<file path="src/dpwm_defs.vh">
`ifndef DPWM_DEFS_VH
`define DPWM_DEFS_VH

// register indices; byte address is four times the index
`define DPWM_IDX_DUTY0    6'h0F
`define DPWM_IDX_DUTY1    6'h10
`define DPWM_IDX_DUTY2    6'h11
`define DPWM_IDX_DUTY3    6'h12
`define DPWM_IDX_CTRL_A   6'h13
`define DPWM_IDX_RELOAD_A 6'h14
`define DPWM_IDX_DUTY4    6'h15
`define DPWM_IDX_DUTY5    6'h16
`define DPWM_IDX_CTRL_B   6'h17
`define DPWM_IDX_RELOAD_B 6'h18
`define DPWM_IDX_STATUS   6'h19

// reset values
`define DPWM_RST_DUTY     8'h00
`define DPWM_RST_CTRL     8'h00
`define DPWM_RST_RELOAD   8'hFF
`define DPWM_RST_COUNT    8'h00

// field positions in the control registers
`define DPWM_CTRL_A_OE_HI 7
`define DPWM_CTRL_A_OE_LO 4
`define DPWM_CTRL_A_OP_HI 3
`define DPWM_CTRL_A_OP_LO 0
`define DPWM_CTRL_B_OE_HI 5
`define DPWM_CTRL_B_OE_LO 4
`define DPWM_CTRL_B_OP_HI 1
`define DPWM_CTRL_B_OP_LO 0
// writable bits of control register B; bits 7:6 and 3:2 read 0
`define DPWM_CTRL_B_MASK  8'h33

// counter value at which the next edge overflows
`define DPWM_COUNT_TOP    8'hFF

// bus answers
`define DPWM_RESP_OKAY    2'h0
`define DPWM_RESP_SLVERR  2'h2

`endif

</file>
<file path="src/dpwm_top.v">
// Contract
// - 8-bit counter advances every clock edge
// - two independent blocks A and B
// - overflow reloads counter with reload value
// - outputs 0-3 period 256 minus reload A
// - outputs 4-5 period 256 minus reload B
// - overflow drives outputs to active level
// - compare match returns output to inactive
// - hidden shadow compare copied at overflow
// - width duty-reload+1, none if duty<reload
// - duty resolution one step in 256-reload
// - enable bit selects PWM or general I/O
// - enabled pin driven push-pull by PWM
// - control A: enables 7:4, polarity 3:0
// - control B: enables 5:4, polarity 1:0
// - control B bits 7:6,3:2 read zero
// - polarity change inverts output at once
// - reload A write restarts counter A
// - reload B write restarts counter B
`timescale 1ns/1ps
`include "dpwm_defs.vh"

module dpwm_top #(
  parameter ADDR_W = 8,                 // byte address width
  parameter CNT_W  = 8                  // counter and duty width
) (
  // clock and reset
  input  wire              aclk,
  input  wire              aresetn,
  // axi4-lite write address
  input  wire [ADDR_W-1:0] s_axi_awaddr,
  input  wire [2:0]        s_axi_awprot,
  input  wire              s_axi_awvalid,
  output wire              s_axi_awready,
  // axi4-lite write data
  input  wire [31:0]       s_axi_wdata,
  input  wire [3:0]        s_axi_wstrb,
  input  wire              s_axi_wvalid,
  output wire              s_axi_wready,
  // axi4-lite write response
  output wire [1:0]        s_axi_bresp,
  output wire              s_axi_bvalid,
  input  wire              s_axi_bready,
  // axi4-lite read address
  input  wire [ADDR_W-1:0] s_axi_araddr,
  input  wire [2:0]        s_axi_arprot,
  input  wire              s_axi_arvalid,
  output wire              s_axi_arready,
  // axi4-lite read data
  output wire [31:0]       s_axi_rdata,
  output wire [1:0]        s_axi_rresp,
  output wire              s_axi_rvalid,
  input  wire              s_axi_rready,
  // general i/o levels from the port logic, same clock
  input  wire [5:0]        gpio_out,
  input  wire [5:0]        gpio_oe,
  // pins
  output wire [5:0]        modulated_output,
  output wire [5:0]        modulated_output_oe
);

  ////////////////////////////////////////////////////////////////////////
  // register state

  reg  [CNT_W-1:0] duty_value_reg [0:5];  // software duty per output
  reg  [7:0]       group_a_control_reg;   // enables and polarities A
  reg  [7:0]       group_b_control_reg;   // enables and polarities B
  reg  [CNT_W-1:0] group_a_reload_reg;    // reload value A
  reg  [CNT_W-1:0] group_b_reload_reg;    // reload value B
  reg  [CNT_W-1:0] count_a_reg;           // block A counter
  reg  [CNT_W-1:0] count_b_reg;           // block B counter
  reg  [CNT_W-1:0] count_a_next;
  reg  [CNT_W-1:0] count_b_next;

  ////////////////////////////////////////////////////////////////////////
  // axi4-lite write channel

  // a write needs both halves; each half is parked in its own holding
  // register so the master may offer them in either order. the commit
  // strobe wr_fire lasts one cycle and the answer follows on the next
  // edge. bvalid also blocks both readies, so a second write cannot be
  // taken before the first answer has been accepted.

  reg              aw_held_reg;           // address captured
  reg  [ADDR_W-1:0] aw_addr_reg;           // captured write address
  reg              w_held_reg;            // data captured
  reg  [31:0]      w_data_reg;            // captured write data
  reg  [3:0]       w_strb_reg;            // captured byte enables
  reg              bvalid_reg;            // response pending
  reg  [1:0]       bresp_reg;             // response code

  // hold each channel until the response has been taken
  assign s_axi_awready = ~aw_held_reg & ~bvalid_reg;
  assign s_axi_wready  = ~w_held_reg & ~bvalid_reg;
  assign s_axi_bvalid  = bvalid_reg;
  assign s_axi_bresp   = bresp_reg;

  wire       wr_fire = aw_held_reg & w_held_reg & ~bvalid_reg;
  wire [5:0] wr_idx  = aw_addr_reg[7:2];
  // only lane 0 carries register data; other lanes are ignored
  wire       wr_lane = w_strb_reg[0];
  wire       wr_hit  = (aw_addr_reg[1:0] == 2'h0) &&
                       (ADDR_W <= 8 || aw_addr_reg[ADDR_W-1:0] < 8'h80) &&
                       ((wr_idx >= `DPWM_IDX_DUTY0 &&
                         wr_idx <= `DPWM_IDX_RELOAD_B) ||
                        wr_idx == `DPWM_IDX_STATUS);
  wire [7:0] wr_byte = w_data_reg[7:0];

  // per-register write strobes
  wire wr_ctrl_a   = wr_fire & wr_hit & wr_lane &
                     (wr_idx == `DPWM_IDX_CTRL_A);
  wire wr_ctrl_b   = wr_fire & wr_hit & wr_lane &
                     (wr_idx == `DPWM_IDX_CTRL_B);
  wire wr_reload_a = wr_fire & wr_hit & wr_lane &
                     (wr_idx == `DPWM_IDX_RELOAD_A);
  wire wr_reload_b = wr_fire & wr_hit & wr_lane &
                     (wr_idx == `DPWM_IDX_RELOAD_B);

  // write handshake and response
  always @(posedge aclk) begin
    if (!aresetn) begin
      aw_held_reg <= 1'b0;
      aw_addr_reg <= {ADDR_W{1'b0}};
      w_held_reg  <= 1'b0;
      w_data_reg  <= 32'h00000000;
      w_strb_reg  <= 4'h0;
      bvalid_reg  <= 1'b0;
      bresp_reg   <= `DPWM_RESP_OKAY;
    end else begin
      if (s_axi_awvalid && s_axi_awready) begin
        aw_held_reg <= 1'b1;
        aw_addr_reg <= s_axi_awaddr;
      end
      if (s_axi_wvalid && s_axi_wready) begin
        w_held_reg <= 1'b1;
        w_data_reg <= s_axi_wdata;
        w_strb_reg <= s_axi_wstrb;
      end
      if (wr_fire) begin
        // both halves present: commit and answer
        aw_held_reg <= 1'b0;
        w_held_reg  <= 1'b0;
        bvalid_reg  <= 1'b1;
        bresp_reg   <= wr_hit ? `DPWM_RESP_OKAY : `DPWM_RESP_SLVERR;
      end else if (bvalid_reg && s_axi_bready) begin
        bvalid_reg <= 1'b0;
      end
    end
  end

  ////////////////////////////////////////////////////////////////////////
  // software registers

  // the registers are a byte wide, so only lane 0 and data bits 7:0
  // count; the upper lanes of the bus word are dropped on purpose.
  // control b is masked on the way in and again on the way out, so
  // its reserved bits can never hold a one.
  // control and reload storage; status index is read only
  always @(posedge aclk) begin
    if (!aresetn) begin
      group_a_control_reg <= `DPWM_RST_CTRL;
      group_b_control_reg <= `DPWM_RST_CTRL;
      group_a_reload_reg  <= `DPWM_RST_RELOAD;
      group_b_reload_reg  <= `DPWM_RST_RELOAD;
    end else begin
      if (wr_ctrl_a)
        group_a_control_reg <= wr_byte;
      if (wr_ctrl_b)
        group_b_control_reg <= wr_byte & `DPWM_CTRL_B_MASK;
      if (wr_reload_a)
        group_a_reload_reg <= wr_byte;
      if (wr_reload_b)
        group_b_reload_reg <= wr_byte;
    end
  end

  // enable and polarity vectors gathered per output
  // control a packs four enables over four polarities; control b
  // uses only bits 5:4 and 1:0 for outputs 5 and 4
  wire [5:0] enable_bits = {
    group_b_control_reg[`DPWM_CTRL_B_OE_HI:`DPWM_CTRL_B_OE_LO],
    group_a_control_reg[`DPWM_CTRL_A_OE_HI:`DPWM_CTRL_A_OE_LO]
  };
  wire [5:0] polarity_bits = {
    group_b_control_reg[`DPWM_CTRL_B_OP_HI:`DPWM_CTRL_B_OP_LO],
    group_a_control_reg[`DPWM_CTRL_A_OP_HI:`DPWM_CTRL_A_OP_LO]
  };

  ////////////////////////////////////////////////////////////////////////
  // counters

  // each block owns one free-running up-counter. at the top value the
  // next edge is the overflow: the counter takes the reload value, the
  // shadow compare values are refreshed and the phase is set again.
  // a period is therefore 256 minus the reload value clock cycles.
  // the counters leave reset at zero, so the first overflow only comes
  // after a full sweep; software normally restarts each block with a
  // reload write once the duties are in place.
  // overflow is the edge on which the counter would pass the top
  wire ovf_a = (count_a_reg == `DPWM_COUNT_TOP);
  wire ovf_b = (count_b_reg == `DPWM_COUNT_TOP);

  // next counts: a reload write beats the free run
  always @* begin
    count_a_next = count_a_reg + 8'h01;
    if (wr_reload_a)
      count_a_next = wr_byte;
    else if (ovf_a)
      count_a_next = group_a_reload_reg;
    count_b_next = count_b_reg + 8'h01;
    if (wr_reload_b)
      count_b_next = wr_byte;
    else if (ovf_b)
      count_b_next = group_b_reload_reg;
  end

  // two independent counters, one per block
  always @(posedge aclk) begin
    if (!aresetn) begin
      count_a_reg <= `DPWM_RST_COUNT;
      count_b_reg <= `DPWM_RST_COUNT;
    end else begin
      count_a_reg <= count_a_next;
      count_b_reg <= count_b_next;
    end
  end

  ////////////////////////////////////////////////////////////////////////
  // per-output duty, shadow compare and pin

  // each output keeps a phase bit and a registered pin. the phase is
  // raised at overflow and dropped at compare match; the pin is the
  // phase turned by the polarity bit, or the general i/o level while
  // the output is disabled. registering the pin costs one cycle of
  // lag against the counter but keeps the pads free of decode
  // glitches, which matters for the external filters.
  wire [5:0] active_bits;                 // 1 while in the active phase

  genvar i;
  generate
    for (i = 0; i < 6; i = i + 1) begin : g_out
      // outputs 0-3 follow block A, 4-5 block B
      wire [CNT_W-1:0] count_i  = (i < 4) ? count_a_reg : count_b_reg;
      wire [CNT_W-1:0] reload_i = (i < 4) ? group_a_reload_reg
                                          : group_b_reload_reg;
      wire             ovf_i    = (i < 4) ? ovf_a : ovf_b;
      wire             rwr_i    = (i < 4) ? wr_reload_a : wr_reload_b;
      // register index as a full integer, cut to the 6-bit decode width
      localparam integer IDX_I = (i < 4) ? (`DPWM_IDX_DUTY0 + i)
                                         : (`DPWM_IDX_DUTY4 + i - 4);
      wire [5:0]       idx_i    = IDX_I[5:0];
      reg  [CNT_W-1:0] shadow_reg;        // hidden compare value
      reg              active_reg;        // phase before polarity
      reg              pin_reg;           // registered pin level
      reg              pin_oe_reg;        // registered drive enable

      // duty storage
      // duty writes land at once but act only at the next overflow
      always @(posedge aclk) begin
        if (!aresetn)
          duty_value_reg[i] <= `DPWM_RST_DUTY;
        else if (wr_fire && wr_hit && wr_lane && wr_idx == idx_i)
          duty_value_reg[i] <= wr_byte;
      end

      // shadow copy at overflow only, so a mid-period write
      // cannot produce a runt pulse
      always @(posedge aclk) begin
        if (!aresetn)
          shadow_reg <= `DPWM_RST_DUTY;
        else if (ovf_i)
          shadow_reg <= duty_value_reg[i];
      end

      // priority: reload write, then overflow, then compare. a duty of
      // ff therefore keeps the phase high for the whole period, and a
      // duty equal to the reload gives a one-cycle pulse.
      // phase: set at overflow, cleared at compare match
      always @(posedge aclk) begin
        if (!aresetn)
          active_reg <= 1'b0;
        else if (rwr_i)
          active_reg <= 1'b1;
        else if (ovf_i)
          // no pulse at all when duty sits below the reload
          active_reg <= (duty_value_reg[i] >= reload_i);
        else if (count_i == shadow_reg)
          active_reg <= 1'b0;
      end

      // with the enable bit clear the pad follows the port logic, so
      // switching an output off hands it back without a glitch cycle
      // pin mux; polarity applies on the next edge, not at overflow
      always @(posedge aclk) begin
        if (!aresetn) begin
          pin_reg    <= 1'b0;
          pin_oe_reg <= 1'b0;
        end else if (enable_bits[i]) begin
          pin_reg    <= active_reg ^ polarity_bits[i];
          pin_oe_reg <= 1'b1;
        end else begin
          pin_reg    <= gpio_out[i];
          pin_oe_reg <= gpio_oe[i];
        end
      end

      assign active_bits[i]         = active_reg;
      assign modulated_output[i]    = pin_reg;
      assign modulated_output_oe[i] = pin_oe_reg;
    end
  endgenerate

  // periods: block a sets the rate of outputs 0-3 and block b that of
  // outputs 4-5; the two never share a counter, so writing one reload
  // register leaves the other block's phases untouched.

  ////////////////////////////////////////////////////////////////////////
  // axi4-lite read channel

  // reads decode the address combinationally and register the answer,
  // so rdata and rresp are flop outputs that stand until rready.
  // arready falls while an answer waits: one read at a time only.
  // unmapped or misaligned addresses answer with an error and zero.

  reg         rvalid_reg;                 // read data pending
  reg  [31:0] rdata_reg;                  // read data
  reg  [1:0]  rresp_reg;                  // read answer
  reg  [31:0] rd_word;                    // decoded read value
  reg         rd_hit;                     // address is mapped
  wire [5:0]  rd_idx = s_axi_araddr[7:2];

  assign s_axi_arready = ~rvalid_reg;
  assign s_axi_rvalid  = rvalid_reg;
  assign s_axi_rdata   = rdata_reg;
  assign s_axi_rresp   = rresp_reg;

  // read decode; narrow registers sit in the low byte
  always @* begin
    rd_word = 32'h00000000;
    rd_hit  = (s_axi_araddr[1:0] == 2'h0) &&
              (ADDR_W <= 8 || s_axi_araddr[ADDR_W-1:0] < 8'h80);
    case (rd_idx)
      `DPWM_IDX_DUTY0:    rd_word[7:0] = duty_value_reg[0];
      `DPWM_IDX_DUTY1:    rd_word[7:0] = duty_value_reg[1];
      `DPWM_IDX_DUTY2:    rd_word[7:0] = duty_value_reg[2];
      `DPWM_IDX_DUTY3:    rd_word[7:0] = duty_value_reg[3];
      `DPWM_IDX_CTRL_A:   rd_word[7:0] = group_a_control_reg;
      `DPWM_IDX_RELOAD_A: rd_word[7:0] = group_a_reload_reg;
      `DPWM_IDX_DUTY4:    rd_word[7:0] = duty_value_reg[4];
      `DPWM_IDX_DUTY5:    rd_word[7:0] = duty_value_reg[5];
      `DPWM_IDX_CTRL_B:   rd_word[7:0] = group_b_control_reg &
                                         `DPWM_CTRL_B_MASK;
      `DPWM_IDX_RELOAD_B: rd_word[7:0] = group_b_reload_reg;
      // the status word is an addition of this block: it exposes the
      // live counts and phases so software can align duty updates
      // live counters and phases, for software and debug
      `DPWM_IDX_STATUS:   rd_word = {10'h000, active_bits,
                                     count_b_reg, count_a_reg};
      default:            rd_hit = 1'b0;
    endcase
    if (!rd_hit)
      rd_word = 32'h00000000;
  end

  // read handshake, one answer cycle after the address
  always @(posedge aclk) begin
    if (!aresetn) begin
      rvalid_reg <= 1'b0;
      rdata_reg  <= 32'h00000000;
      rresp_reg  <= `DPWM_RESP_OKAY;
    end else if (s_axi_arvalid && s_axi_arready) begin
      rvalid_reg <= 1'b1;
      rdata_reg  <= rd_word;
      rresp_reg  <= rd_hit ? `DPWM_RESP_OKAY : `DPWM_RESP_SLVERR;
    end else if (rvalid_reg && s_axi_rready) begin
      rvalid_reg <= 1'b0;
    end
  end

endmodule

</file>
<file path="config.mk">
export PLATFORM = sky130hd
export DESIGN_NAME = dpwm_top
export DESIGN_NICKNAME = d
export VERILOG_FILES = /design/src/dpwm_top.v
export VERILOG_INCLUDE_DIRS = /design/src
export SDC_FILE = /design/constraint.sdc
export NUM_CORES = 1
export LEC_CHECK = 0
export BUFFER_PORTS_ARGS = -buffer_cell sky130_fd_sc_hd__clkbuf_2
export CAP_MARGIN = 20
export CORE_MARGIN = 3
export CORE_UTILIZATION = 54
export DETAILED_ROUTE_END_ITERATION = 12
export PLACE_DENSITY = 0.75
export REMOVE_ABC_BUFFERS = 1
export SLEW_MARGIN = 20
export SYNTH_ARGS = -nofsm -noshare
export SYNTH_HDL_FRONTEND = slang
export SYNTH_SLANG_ARGS = --single-unit
</file>
<file path="constraint.sdc">
create_clock -name aclk -period 3.6 [get_ports aclk]
set_input_delay 0.36 -clock aclk [delete_from_list [all_inputs] [get_ports aclk]]
set_output_delay 0.36 -clock aclk [all_outputs]
set_load 0.01 [all_outputs]
</file>
## Yosys cells after proc, flatten, opt, wreduce, memory -nomap -nowiden

Memory sizes are Yosys's and may differ from the RTL's.
Index checks and enable logic that the tools add are counted.

- Flip-flop bits (word level): 167
- Bits in writable memories: 48
- Memories: 1

- $add $sub $neg: 2
- $lt $le $gt $ge: 8
- Equal/unequal tests: 30
- Muxes and demuxes: 69
- Bitwise gates (word level): 27
- Reduce and logical (&&, ||, !) cells: 28

Memories:

| name | words | bits a word | read ports | clocked after Yosys merged registers in | write ports | line | text |
|---|---|---|---|---|---|---|---|
| duty_value_reg | 6 | 8 | 6 | 0 | 6 | dpwm_top.v:65 | `reg [CNT_W-1:0] duty_value_reg [0:5];` |

Operators by type and width:

| cell | number |
|---|---|
| $eq 6x5->1 const B | 20 |
| $pmux 8 s11 | 1 |
| $mux 8 | 10 |
| $mux 1 | 54 |
| $eq 8x8->1 | 6 |
| $ge 8x8->1 | 6 |
| $mux 32 | 1 |
| $reduce_bool 3->1 | 6 |
| $add 8x1->8 const B | 2 |
| $eq 8x8->1 const B | 2 |
| $logic_and 1x1->1 | 15 |
| $mux 14 | 1 |
| $eq 6x4->1 const B | 2 |
| $reduce_or 11->1 | 1 |
| $and 1x1->1 | 10 |
| $ge 6x4->1 const B | 1 |
| $le 6x5->1 const B | 1 |
| $or 1x1->1 | 6 |
| $xor 1x1->1 | 6 |
| $not 1->1 | 5 |
| $logic_not 2->1 | 2 |
| $mux 2 | 2 |
| $reduce_bool 2->1 | 2 |
| $reduce_or 2->1 | 1 |
| $logic_or 1x1->1 | 1 |

## Logic depth before layout (Yosys ltp)

- Word-level depth: 11
- Depth in mapped cells: 8
- Mapped depth without buffers: 7

## Worst setup path before layout

Ideal clock, no wire load.

- Path type: register -> register
- Start point: register bvalid_reg, in the netlist s_axi_bvalid
- End point: memory duty_value_reg[1][0], enable pin
- Library setup time: 0.329 ns
- Arrival time: 1.836 ns
- Data required time: 3.271 ns
- Setup slack: 1.435 ns
- Cell stages (with the launch flop): 7
- Buffers on the path: 1
- Path through: dfxtp_1 -> nand3b_4 -> or4_1 -> buf_6 -> nor3_1 -> nand2_1 -> nand2_1

RTL lines:

| what | line | text |
|---|---|---|
| start, declared | dpwm_top.v:89 | `reg bvalid_reg;` |
| start signal, assigned | dpwm_top.v:127 | `bvalid_reg <= 1'b0;` |
| start signal, assigned | dpwm_top.v:143 | `bvalid_reg <= 1'b1;` |
| start signal, assigned | dpwm_top.v:146 | `bvalid_reg <= 1'b0;` |
| end, declared | dpwm_top.v:65 |  |

## Worst setup path after layout

- Start point: register count_a_reg[1]
- End point: register g_out[3].active_reg

- Longest elaborated chain between the ends: 3
- Elaborated cells between the ends (all ways): 5

Ends and longest elaborated chain:

| what | line | text |
|---|---|---|
| start, declared | dpwm_top.v:70 | `reg [CNT_W-1:0] count_a_reg;` |
| start signal, assigned | dpwm_top.v:220 | `` count_a_reg <= `DPWM_RST_COUNT; `` |
| start signal, assigned | dpwm_top.v:223 | `count_a_reg <= count_a_next;` |
| $eq 8x8->1 (no line) | -- |  |
| $mux 1 | dpwm_top.v:284 | `else if (ovf_i)` |
| $mux 1 | dpwm_top.v:282 | `else if (rwr_i)` |
| end signal, assigned | dpwm_top.v:286 | `active_reg <= (duty_value_reg[i] >= reload_i);` |
| end, declared | dpwm_top.v:253 | `reg active_reg;` |

Parallel ways exist; a longest one is shown, timed or not.
A chain may end at the register's enable or synchronous reset.

==> metrics <==
Cells after DPL 1355; adder-cell area share of the yosys netlist 0.0619; DR pass1 iterations 6; global route overflow 0; Post-Layout Cell Count 1395; VDD IR-drop max 0.425 mV; synthesized instance count 1107; worst setup path class flip-flop to flip-flop; Mean Syn Cell Area around 9.1 sq um; Tmin final roughly 2700 ps; R2R setup slack approximately 910 ps; vias in the first global route 7796; layout cells sized above 1 0.135; Clock Latency Late Sink approximately 510 ps; # diodes 0; post-synthesis xor/xnor area fraction 0.0511; gpl congestion between 0.9 and 1; post-synthesis mux area share 0.0405; critical hold path startpoint gpio_oe[3]; initial antenna violation count 0; Async S/R FF share, synth 0; slew margin rel. 0.319; warnings from Yosys 0; clock-pin slew on the worst setup and hold paths ~60 ps; H-Tree Depth 1; Detailed Place HPWL 19.1 mm; worst reg2reg path depth 6; CTS tree built; top cells by area, synth dfxtp_1 (31%), edfxtp_1 (14%), nand2_1 (7.4%), ha_1 (6.2%), a21oi_1 (5.0%); worst hold stages 3; Synth top area share 0.307; final setup fails 0; CTS root buffer clkbuf_16; P_leak 0.00449 uW; DRC Markers 0; met2 usage 0.414; combinational family with the most area after synthesis simple AND/OR/NAND/NOR gates; post-synth top area cell dfxtp_1; total number of vias roughly 8300; Worst Setup SP count_a_reg[1]$_SDFF_PN0_; CTS max path bufs 3; Horiz. Die Dim 143 um; HP Class input pin to flip-flop; largest net degree at the start of global routing 54; post-synthesis cell type count 68; Yosys reg bits 203; CTS Hold Buffers Added 0; # Post-CTS Setup Buffers 0; DR vias/cell approximately 6.0; Port Buffers 84; grt peak-use layer met2; chip height 143 um; RSZ-0062 raised after global routing no; synthesis-to-layout area growth 10.5%; sequential area share after synthesis 0.450; Detailed Route WL 27.3 mm; Initial Utilization 0.557; CTS Buf Count 22; Post-Synth Simple-Gate Area 0.190; TNS Setup 0 ps; num rows 49; Routed WL per cell about 20 um; post-synthesis compound-gate area fraction 0.145; Max Fclk 371 MHz; worst clock skew 16.5 ps; crit path DAT 3100 ps; Hold Path End g_out[3].pin_oe_reg$_SDFF_PN0_; Slew Viols, Final 0; GR Util met1 0.374; cts repair resizes 0; io pins between 100 and 150; post-route ant nets 0; Slew @ Worst Pin 1010 ps; Startpoint Class flip-flop; CP endpoint kind flip-flop; total of max-cap violations 0; pwr dens 440 nW/um^2; worst reg2reg path endpoint g_out[3].active_reg$_SDFFE_PN0P_; Clock Sinks around 200; Final Hold Viols 0; met3 Usage GRT 0.0506; Initial DRC Count 849; Syn Std Cell Area 10100 sq um; status complete, no violations; EDFF count, synth 48; first-pass GRT wire length 42.6 mm; All-Layer GR Usage 0.266; CP required 4000 ps; Tcrit/Tclk final 0.749; Total Nets Final 1277; FF-to-FF Start count_a_reg[1]$_SDFF_PN0_; total die area about 20000 sq um; core area 18100 sq um; CP Max Fanout 13; most frequent cell after synthesis nand2_1; commonest register cell after synthesis dfxtp_1; Commonest cells post-synth nand2_1 (200), dfxtp_1 (155), a21oi_1 (100)
==> final cells by class <==
| cell class | instances | area [sq um] |
|---|---|---|
| fill | 1542 | 6990 |
| multi-input combinational | 796 | 4990 |
| sequential | 203 | 4540 |
| inverter | 25 | 96.3 |
| clock buffer | 25 | 593 |
| clock inverter | 15 | 95.1 |
| tap | 229 | 287 |
| timing repair buffer | 102 | 556 |
==> logic make-up (layout without fill, tap and decap cells) <==
group / after synthesis / in the layout
buffers and inverters: 119 / 167
adder cells (fa/ha/maj): 50 / 50
AO/OA/AOI/OAI: 233 / 233
XOR/XNOR: 59 / 59
multiplexers: 27 / 27
flip-flops: 203 / 203
other: 1 / 12
AND/OR/NAND/NOR: 415 / 415
==> report_power, final <==
part           internal, uW  leakage (uW)  switching (uW)
combinational           118       0.00240             178
clock                  1250      0.000334             898
sequential             2380       0.00175            85.1
total                  3750       0.00449            1160
==> stage by stage <==
step | hold slack [ps] | instance area, sq um | worst slack [ps] | power, uW | utilization
3_3_place_gp | 454 | 10500 | 1030 | 2790 | 0.577
4_1_cts | 55.4 | 11200 | 972 | 4930 | 0.615
5_1_grt | 59.8 | 11200 | 807 | 5060 | 0.615
3_5_place_dp | 459 | 10500 | 978 | 2800 | 0.577
6_report | 63.1 | 11200 | 905 | 4910 | 0.615
2_1_floorplan | 422 | 9620 | 626 | 2650 | -
==> placed cells by master (no fill, tap or decap), drive strengths merged, types with 4 or more instances in the layout <==
master  count
nand2b      4
and2       31
o211ai     19
nor2       92
xnor2      46
clkinv     12
conb       12
mux4       11
a222oi      4
clkbuf    109
a21oi     100
o21ai      31
mux2i      15
nor3       14
nor3b       4
a22oi      22
nand2     200
dfxtp     155
xor2       13
inv        25
nand4      18
nor4        4
a31oi      10
nand3      16
edfxtp     48
ha         50
a21o        5
buf        18
a221oi      4
a211oi     12
and3        8
==> metal layers <==
metal,wire length [um],up-vias
li1,-,3948
met1,11600,3905
met2,12200,411
met3,2640,55
met4,892,0
met5,0,-
==> worst max path at each step <==
stage	to	slack [ps]	depth (start not counted)
6_report	g_out[3].active_reg$_SDFFE_PN0P_	910	6
2_1_floorplan	duty_value_reg[0][0]$_SDFFCE_PN0P_	630	3
3_3_place_gp	g_out[3].active_reg$_SDFFE_PN0P_	1030	6
3_5_place_dp	g_out[3].active_reg$_SDFFE_PN0P_	980	6
4_1_cts	g_out[3].active_reg$_SDFFE_PN0P_	970	6
5_1_grt	g_out[3].active_reg$_SDFFE_PN0P_	810	6
==> worst max-delay path, cell delays in order (launching register included) <==
cell,delay [ps]
dfxtp_1,630
ha_1,440
and3_1,260
nand3_1,510
a211oi_1,390
o311ai_0,160
and3_1,200
(Power assumes the default switching activity.)
